==> src/fzps_cfg.svh <==
// Timing and layout constants for the freeze mode power sequencer
`ifndef FZPS_CFG_SVH
`define FZPS_CFG_SVH
`define FZPS_CLK_HZ 20000000
`define FZPS_HOLD_CYCLES 16
`define FZPS_FILT_CYCLES 4
`define FZPS_SETTLE_CYCLES 10000
`define FZPS_FREEZE_REGION 4'hf
`define FZPS_FSEL_REGION 4'he
`define FZPS_FSEL_W 3
`define FZPS_FSEL_RESET 3'h0
`define FZPS_ADDR_W 28
`endif

==> src/fzps_pkg.sv <==
// Sequencer state type, used only by the sequencer end of the freeze mode link
package fzps_pkg;
    typedef enum {
        FZPS_IDLE,
        FZPS_ENTRY_HOLD,
        FZPS_ENTRY_LAST,
        FZPS_FROZEN,
        FZPS_SETTLE,
        FZPS_RECOVER_HOLD
    } fzps_state_e;
endpackage

==> src/fzps_if.sv <==
// Interface joining the processor end and the sequencer end
`timescale 1ns/100ps
`include "fzps_cfg.svh"
interface fzps_if;
    logic [`FZPS_ADDR_W-1:0] addr;
    logic address_strobe_n;
    logic write_n_read;
    logic data_enable_n;
    logic [`FZPS_FSEL_W-1:0] wdata;
    logic proc_oe;
    logic proc_reset_n;
    logic freeze_request_n;
    modport proc (
        output addr,
        output address_strobe_n,
        output write_n_read,
        output data_enable_n,
        output wdata,
        output proc_oe,
        input proc_reset_n,
        input freeze_request_n
    );
    modport ctrl (
        input addr,
        input address_strobe_n,
        input write_n_read,
        input data_enable_n,
        input wdata,
        input proc_oe,
        output proc_reset_n,
        output freeze_request_n
    );
endinterface

==> src/fzps_ctrl.sv <==
// Freeze mode sequencer: entry decode, wake filter, reset sequencing, clock select port
//
// Function
// - Freeze request held through reset release plus one
// - Frozen processor stops and floats outputs
// - Recovery resets processor with freeze request off
// - Recovery waits external settle timer before release
// - One-bit addressable entry port starts entry
// - Write to region 15 starts entry
// - External wake input starts recovery
// - Wake accepted after several consecutive valid clocks
// - Processor reset separate from system reset
// - Processor reaches low power within few clocks
// - Frozen processor leaves system resources free
// - Chip select latches three frequency select bits
// - Software writes slow or normal select code
// - No wait for frequency reached indication
// - Slow clock never below part minimum; the port latches any select code without a range check
// - Entry: reset low 16 clocks, release, hold one
// - Recovery: timer done, then 16 more clocks
`timescale 1ns/100ps
`include "fzps_cfg.svh"
module fzps_ctrl #(
    parameter int HOLD_CYCLES = `FZPS_HOLD_CYCLES,
    parameter int FILT_CYCLES = `FZPS_FILT_CYCLES
) (
    input wire logic CLOCK,
    input wire logic SRST,
    fzps_if.ctrl BUS,
    input wire logic ENTRY_PORT_WR,
    input wire logic ENTRY_PORT_DATA,
    input wire logic WAKE_IN,
    input wire logic TIMER_DONE,
    output logic TIMER_START,
    output logic FREEZE_MODE,
    output logic [`FZPS_FSEL_W-1:0] FREQ_SEL,
    output logic FREQ_SEL_CS,
    output logic ENTRY_PORT_Q
);
    initial begin
        if (HOLD_CYCLES < 1 || HOLD_CYCLES > 256) $error("HOLD_CYCLES out of range");
        if (FILT_CYCLES < 2 || FILT_CYCLES > 256) $error("FILT_CYCLES out of range");
    end

    // ------------------------------------------------------------
    // Input synchronisers
    // ------------------------------------------------------------
    logic wake_s1_r, wake_s2_r, done_s1_r, done_s2_r;
    always_ff @(posedge CLOCK) begin
        wake_s1_r <= WAKE_IN;
        wake_s2_r <= wake_s1_r;
        done_s1_r <= TIMER_DONE;
        done_s2_r <= done_s1_r;
    end

    // ------------------------------------------------------------
    // Wake filter
    // ------------------------------------------------------------
    // Saturating run counter rejects glitches shorter than FILT_CYCLES
    logic [7:0] filt_r, filt_nxt;
    logic wake_ok;
    always_comb begin
        filt_nxt = filt_r;
        if (!wake_s2_r) begin
            filt_nxt = 8'h00;
        end else if (filt_r != 8'(FILT_CYCLES)) begin
            filt_nxt = filt_r + 8'h01;
        end
    end
    assign wake_ok = (filt_r == 8'(FILT_CYCLES));

    // ------------------------------------------------------------
    // Entry decode and frequency select port
    // ------------------------------------------------------------
    logic bus_wr, region_freeze, region_fsel, entry_req;
    logic port_r, port_nxt;
    logic [`FZPS_FSEL_W-1:0] fsel_r, fsel_nxt;
    logic cs_r, cs_nxt;
    assign bus_wr = !BUS.address_strobe_n && BUS.write_n_read && BUS.proc_oe;
    assign region_freeze = BUS.addr[`FZPS_ADDR_W-1 -: 4] == `FZPS_FREEZE_REGION;
    assign region_fsel = BUS.addr[`FZPS_ADDR_W-1 -: 4] == `FZPS_FSEL_REGION;
    // Port bit self clears freeze_request_n the sequence takes it
    assign entry_req = port_r || (bus_wr && region_freeze);

    // ------------------------------------------------------------
    // Sequencer
    // ------------------------------------------------------------
    fzps_pkg::fzps_state_e state_r, state_nxt;
    logic [7:0] cnt_r, cnt_nxt;
    logic rst_n_r, rst_n_nxt, frz_n_r, frz_n_nxt, tstart_r, tstart_nxt;
    always_comb begin
        state_nxt = state_r;
        cnt_nxt = cnt_r;
        port_nxt = port_r;
        fsel_nxt = fsel_r;
        cs_nxt = bus_wr && region_fsel && !BUS.data_enable_n;
        if (cs_nxt) begin
            fsel_nxt = BUS.wdata;
        end
        if (ENTRY_PORT_WR) begin
            port_nxt = ENTRY_PORT_DATA;
        end
        case (state_r)
            fzps_pkg::FZPS_IDLE: begin
                if (entry_req) begin
                    state_nxt = fzps_pkg::FZPS_ENTRY_HOLD;
                    cnt_nxt = 8'h00;
                    port_nxt = 1'b0;
                end
            end
            fzps_pkg::FZPS_ENTRY_HOLD: begin
                cnt_nxt = cnt_r + 8'h01;
                if (cnt_r == 8'(HOLD_CYCLES - 1)) begin
                    state_nxt = fzps_pkg::FZPS_ENTRY_LAST;
                end
            end
            fzps_pkg::FZPS_ENTRY_LAST: begin
                state_nxt = fzps_pkg::FZPS_FROZEN;
            end
            fzps_pkg::FZPS_FROZEN: begin
                port_nxt = 1'b0;
                if (wake_ok) begin
                    state_nxt = fzps_pkg::FZPS_SETTLE;
                end
            end
            fzps_pkg::FZPS_SETTLE: begin
                if (done_s2_r) begin
                    state_nxt = fzps_pkg::FZPS_RECOVER_HOLD;
                    cnt_nxt = 8'h00;
                end
            end
            fzps_pkg::FZPS_RECOVER_HOLD: begin
                cnt_nxt = cnt_r + 8'h01;
                if (cnt_r == 8'(HOLD_CYCLES - 1)) begin
                    state_nxt = fzps_pkg::FZPS_IDLE;
                end
            end
            default: state_nxt = fzps_pkg::FZPS_IDLE;
        endcase
        if (state_r != fzps_pkg::FZPS_IDLE) begin
            port_nxt = 1'b0;
        end
        // Outputs registered from next state to keep them glitch free
        rst_n_nxt = (state_nxt == fzps_pkg::FZPS_IDLE) || (state_nxt == fzps_pkg::FZPS_ENTRY_LAST)
            || (state_nxt == fzps_pkg::FZPS_FROZEN);
        frz_n_nxt = !((state_nxt == fzps_pkg::FZPS_ENTRY_HOLD) || (state_nxt == fzps_pkg::FZPS_ENTRY_LAST)
            || (state_nxt == fzps_pkg::FZPS_FROZEN));
        tstart_nxt = state_nxt == fzps_pkg::FZPS_SETTLE;
    end

    always_ff @(posedge CLOCK) begin
        if (SRST) begin
            state_r <= fzps_pkg::FZPS_IDLE;
            cnt_r <= 8'h00;
            filt_r <= 8'h00;
            port_r <= 1'b0;
            fsel_r <= `FZPS_FSEL_RESET;
            cs_r <= 1'b0;
            rst_n_r <= 1'b0;
            frz_n_r <= 1'b1;
            tstart_r <= 1'b0;
        end else begin
            state_r <= state_nxt;
            cnt_r <= cnt_nxt;
            filt_r <= filt_nxt;
            port_r <= port_nxt;
            fsel_r <= fsel_nxt;
            cs_r <= cs_nxt;
            rst_n_r <= rst_n_nxt;
            frz_n_r <= frz_n_nxt;
            tstart_r <= tstart_nxt;
        end
    end

    assign BUS.proc_reset_n = rst_n_r;
    assign BUS.freeze_request_n = frz_n_r;
    assign TIMER_START = tstart_r;
    assign FREEZE_MODE = state_r == fzps_pkg::FZPS_FROZEN;
    // Select code range is the software's duty; the generator gives no lock flag
    assign FREQ_SEL = fsel_r;
    assign FREQ_SEL_CS = cs_r;
    assign ENTRY_PORT_Q = port_r;
endmodule

==> src/flat_wrapper.sv <==
// flat-port wrapper written by rule: the top's interface ports become plain ports
module fzps_ctrl_flat 
#(
    parameter int HOLD_CYCLES = `FZPS_HOLD_CYCLES,
    parameter int FILT_CYCLES = `FZPS_FILT_CYCLES
)
  (CLOCK, SRST, ENTRY_PORT_WR, ENTRY_PORT_DATA, WAKE_IN, TIMER_DONE, TIMER_START, FREEZE_MODE, FREQ_SEL, FREQ_SEL_CS, ENTRY_PORT_Q, BUS_addr, BUS_address_strobe_n, BUS_write_n_read, BUS_data_enable_n, BUS_wdata, BUS_proc_oe, BUS_proc_reset_n, BUS_freeze_request_n);
  fzps_if BUS_i ();
  input wire logic CLOCK;
  input wire logic SRST;
  input wire logic ENTRY_PORT_WR;
  input wire logic ENTRY_PORT_DATA;
  input wire logic WAKE_IN;
  input wire logic TIMER_DONE;
  output logic TIMER_START;
  output logic FREEZE_MODE;
  output logic [`FZPS_FSEL_W-1:0] FREQ_SEL;
  output logic FREQ_SEL_CS;
  output logic ENTRY_PORT_Q;
  input wire logic [$bits(BUS_i.addr)-1:0] BUS_addr;
  input wire logic [$bits(BUS_i.address_strobe_n)-1:0] BUS_address_strobe_n;
  input wire logic [$bits(BUS_i.write_n_read)-1:0] BUS_write_n_read;
  input wire logic [$bits(BUS_i.data_enable_n)-1:0] BUS_data_enable_n;
  input wire logic [$bits(BUS_i.wdata)-1:0] BUS_wdata;
  input wire logic [$bits(BUS_i.proc_oe)-1:0] BUS_proc_oe;
  output wire logic [$bits(BUS_i.proc_reset_n)-1:0] BUS_proc_reset_n;
  output wire logic [$bits(BUS_i.freeze_request_n)-1:0] BUS_freeze_request_n;
  assign BUS_i.addr = BUS_addr;
  assign BUS_i.address_strobe_n = BUS_address_strobe_n;
  assign BUS_i.write_n_read = BUS_write_n_read;
  assign BUS_i.data_enable_n = BUS_data_enable_n;
  assign BUS_i.wdata = BUS_wdata;
  assign BUS_i.proc_oe = BUS_proc_oe;
  assign BUS_proc_reset_n = BUS_i.proc_reset_n;
  assign BUS_freeze_request_n = BUS_i.freeze_request_n;
  fzps_ctrl #(.HOLD_CYCLES(HOLD_CYCLES), .FILT_CYCLES(FILT_CYCLES)) u_core (.CLOCK(CLOCK), .SRST(SRST), .BUS(BUS_i), .ENTRY_PORT_WR(ENTRY_PORT_WR), .ENTRY_PORT_DATA(ENTRY_PORT_DATA), .WAKE_IN(WAKE_IN), .TIMER_DONE(TIMER_DONE), .TIMER_START(TIMER_START), .FREEZE_MODE(FREEZE_MODE), .FREQ_SEL(FREQ_SEL), .FREQ_SEL_CS(FREQ_SEL_CS), .ENTRY_PORT_Q(ENTRY_PORT_Q));
endmodule
==> config.mk <==
export PLATFORM = sky130hd
export DESIGN_NAME = fzps_ctrl_flat
export DESIGN_NICKNAME = d
export VERILOG_FILES = /design/src/fzps_pkg.sv /design/src/fzps_if.sv /design/src/fzps_ctrl.sv /design/src/flat_wrapper.sv
export VERILOG_INCLUDE_DIRS = /design/src /design/src/src
export SDC_FILE = /design/constraint.sdc
export NUM_CORES = 1
export LEC_CHECK = 0
export ABC_AREA = 0
export BUFFER_PORTS_ARGS = -buffer_cell sky130_fd_sc_hd__buf_2
export CAP_MARGIN = 30
export CORE_AREA = 2 2 67 69
export CTS_CLUSTER_SIZE = 24
export DETAILED_ROUTE_END_ITERATION = 6
export DIE_AREA = 0 0 69 71
export PLACE_DENSITY = 0.81
export SETUP_SLACK_MARGIN = 0.4
export SYNTH_ARGS = -nofsm -noshare
export SYNTH_HDL_FRONTEND = slang
export SYNTH_SLANG_ARGS = --single-unit
==> constraint.sdc <==
create_clock -name CLOCK -period 2.54 [get_ports CLOCK]
set_clock_uncertainty 0.15 [all_clocks]
set_input_delay 0.508 -clock CLOCK [delete_from_list [all_inputs] [get_ports CLOCK]]
set_output_delay 0.508 -clock CLOCK [all_outputs]
set_load 0.03 [all_outputs]
==> impl_metrics.toml <==
[outcome]
status = "complete, no violations"

[yosys]
synth_cell_types = 42
synthArstFlopShare_pct = 0
ys_seq_area_share_pct = 56.8
ys_ff_latch = 60
synth_edf_count = 0
synth_top_area_share_pct = 56.8
synth_top_area_cell = "dfxtp_1"
synth.avg_cell_area_um2 = 10.2
yosys-top-cells-area = "dfxtp_1 57%, nor2_1 3.5%, nor4_1 3.3%, nand3_1 3.1%, a21oi_1 2.8%"
syn_area_mm2 = 0.00212
ys_warn_count = 0
netlist_instances = 207
ys.flop_type = "dfxtp_1"

[clocking]
clk_latency_ps = 330
htree_levels = 3
clock-sinks = 60
cts_tree = "done"
holdBufCountCts = 0
root_buffer = "clkbuf_8"
numCtsBuffers = 9
cts_buffer_depth = 2
path_clk_slew_ps = 60

[critical_path]
rrSetupSlack_ps = 430
cp-end-kind = "output port"
crit_type = "flip-flop to output port"
critPathSlowestCell = "or4_4"
r2r_start = "u_core.state_r[28]$_SDFF_PP0_"
crit_start = "u_core.state_r[28]$_SDFF_PP0_"
cp-start-kind = "flip-flop"
critPathArrivalTime_ps = 1850
path_cells = "or4_4 -> or3_4 -> nor3_4 -> buf_6"
cp_top_family = "simple AND/OR/NAND/NOR gates"
worst-path-buf-inv = 1
max_stage_delay_ps = 530
cp_max_fo = 2
cp.required_ps = 1880

[pwr]
internal_power_mw = 1.37
p_switching_mw = 0.367
clkPwrFrac_pct = 40.5
combPwrFrac_pct = 3.0
switching_share_pct = 21.1
pwr_density_cell_mw_per_mm2 = 666
leakage_nw = 1.09
irDropWorstVdd_mv = 0.377
pwr-share-seq_pct = 56.5

[timing]
setup_viol = 0
max_freq_mhz = 399
final_hold_viol_count = 0
relSlewSlack_pct = 55.0
fin_crit_ps = 2510
rsz0062_at_grt = "true"
tightest_slew_ps = 669
finalCritPeriodShare_pct = 98.8
slew_viol_final = 0

[routing]
drt-initial-drc-count = 142
wirelength_mm = 3.66
vias = 1644
drtAntennaViolNets = 0
drt-pass1-iter-count = 5
wl_per_cell_um = 11.2
vias_per_cell = 5.04
drc = 0

[floorplanning]
num_rows = 24
die_width_um = 69
start_util_pct = 50.3
die_area_mm2 = 0.00490
die_y_um = 71
ios = 50
coreArea_mm2 = 0.00420

[global_route]
track_usage_pct = 16.2
grt_antenna_before_repair = 0
grt_max_degree = 17
grt_overflow = 0
grt_pass1_vias = 1509
grt_pass1_wl_mm = 6.11

[layout]
antenna_cells = 0
layout-drive-gt1-share_pct = 18.2
design_area_mm2 = 0.00261
area_growth_pct = 23.4
layout.nets = 313
instances_no_fill = 326

[worst_hold_path]
min_path_type = "input pin to flip-flop"
hp-start = "TIMER_DONE"

[placement]
placed_area_mm2 = 0.00242
port_buffers = 25
placed_cells = 310
place_congestion = 0.802
place_hpwl_mm = 2.59

[flow_run]
cap_violations = 0
## sequential cells by signal (all words and copies together), names as in the netlist
name,flops
u_core.state_r,32
u_core.FREQ_SEL,3
u_core.wake_s1_r,1
u_core.cnt_r,8
u_core.filt_r,8
u_core.done_s2_r,1
u_core.BUS.proc_reset_n,1
u_core.TIMER_START,1
u_core.wake_s2_r,1
u_core.done_s1_r,1
u_core.BUS.freeze_request_n,1
u_core.ENTRY_PORT_Q,1
u_core.FREQ_SEL_CS,1
## cells in the mapped netlist (3+ instances only)
| cell | instances |
|---|---|
| dfxtp_1 | 60 |
| nor2_1 | 20 |
| nand3_1 | 13 |
| a21oi_1 | 12 |
| inv_1 | 11 |
| nor4_1 | 11 |
| nand2_1 | 8 |
| and3_1 | 6 |
| o32ai_1 | 6 |
| xor2_1 | 5 |
| clkbuf_1 | 3 |
| ha_1 | 3 |
| mux2i_1 | 3 |
| nand4_1 | 3 |
| nor3_1 | 3 |
| o21a_1 | 3 |
| or3_1 | 3 |
## layout by cell type (no fill, tap or decap), drive strengths merged, types with 2 or more instances in the layout
cell	count
dfxtp	60
conb	29
buf	27
nor2	20
clkbuf	14
nand3	13
a21oi	12
inv	11
nor4	11
nand2	8
and3	6
o32ai	6
xor2	5
nor3	5
nand4	3
mux2i	3
o21a	3
ha	3
or3	3
nor3b	3
a211oi	3
or2	2
and4b	2
and2	2
a311oi	2
o31ai	2
xnor2	2
clkinv	2
## cells by family (layout without fill, tap and decap cells)
kind of cell | Yosys count | count (layout) | synth area share (%)
xor+xnor | 7 | 7 | 2.90
flops | 60 | 60 | 56.8
compound gates | 36 | 36 | 12.2
mux | 3 | 3 | 1.42
buf+inv | 15 | 54 | 3.02
simple gates | 82 | 82 | 21.7
fa+ha+maj | 3 | 3 | 1.77
other cells | 1 | 29 | 0.177
## routing by layer
| metal | up-vias | global-route usage [%] | share of wire (%) |
|---|---|---|---|
| met5 | - | 0 | 0 |
| met4 | 0 | 12.2 | 2.1 |
| met3 | 8 | 5.56 | 4.8 |
| met2 | 40 | 26.0 | 49 |
| met1 | 742 | 17.7 | 44 |
| li1 | 854 | - | - |
## cell type report
cell class	count	area, um^2
clock buffer	14	153
clock inverter	2	10.0
fill	380	1590
inverter	11	41.3
multi-input combinational	160	995
sequential	60	1200
tap	52	65.1
timing repair buffer	27	146
## per-stage QoR
step	hold WS [ps]	utilization (%)	worst slack, ps	TNS (ps)	power (mW)
5_1_grt	117	62.1	-29.4	-29.4	1.82
3_5_place_dp	164	57.6	293	0	1.05
4_1_cts	111	61.7	-3.88	-3.88	1.76
2_1_floorplan	160	-	238	0	1.03
3_3_place_gp	164	57.6	298	0	1.05
6_report	127	62.1	31.1	0	1.74
## path summary, 6_finish.rpt
kind,endpoint,depth (start not counted)
worst min-delay path,u_core.done_s1_r$_DFF_P_,1
worst min register to register,u_core.wake_s2_r$_DFF_P_,0
worst max register to register,u_core.BUS.proc_reset_n$_SDFF_PP0_,5
worst max-delay path,FREEZE_MODE,4
## what timing repair did
item | 4_1_cts | 5_1_grt
pin swaps | 4 | 2
setup endpoints to repair | 7 | 13
buffers inserted | 0 | 0
endpoints found under the hold margin | 0 | 0
resized for setup | 3 | 3
## power by group through the flow
stage                     Clock (mW)  Sequential, mW  Combinational (mW)
after global routing           0.774           0.985              0.0591
after global placement             0            1.00              0.0479
after floorplan                    0            1.00              0.0286
after CTS                      0.731           0.983              0.0493
final                          0.704           0.983              0.0514
after detailed placement           0            1.00              0.0485
Power figures use the tool's default switching activity.
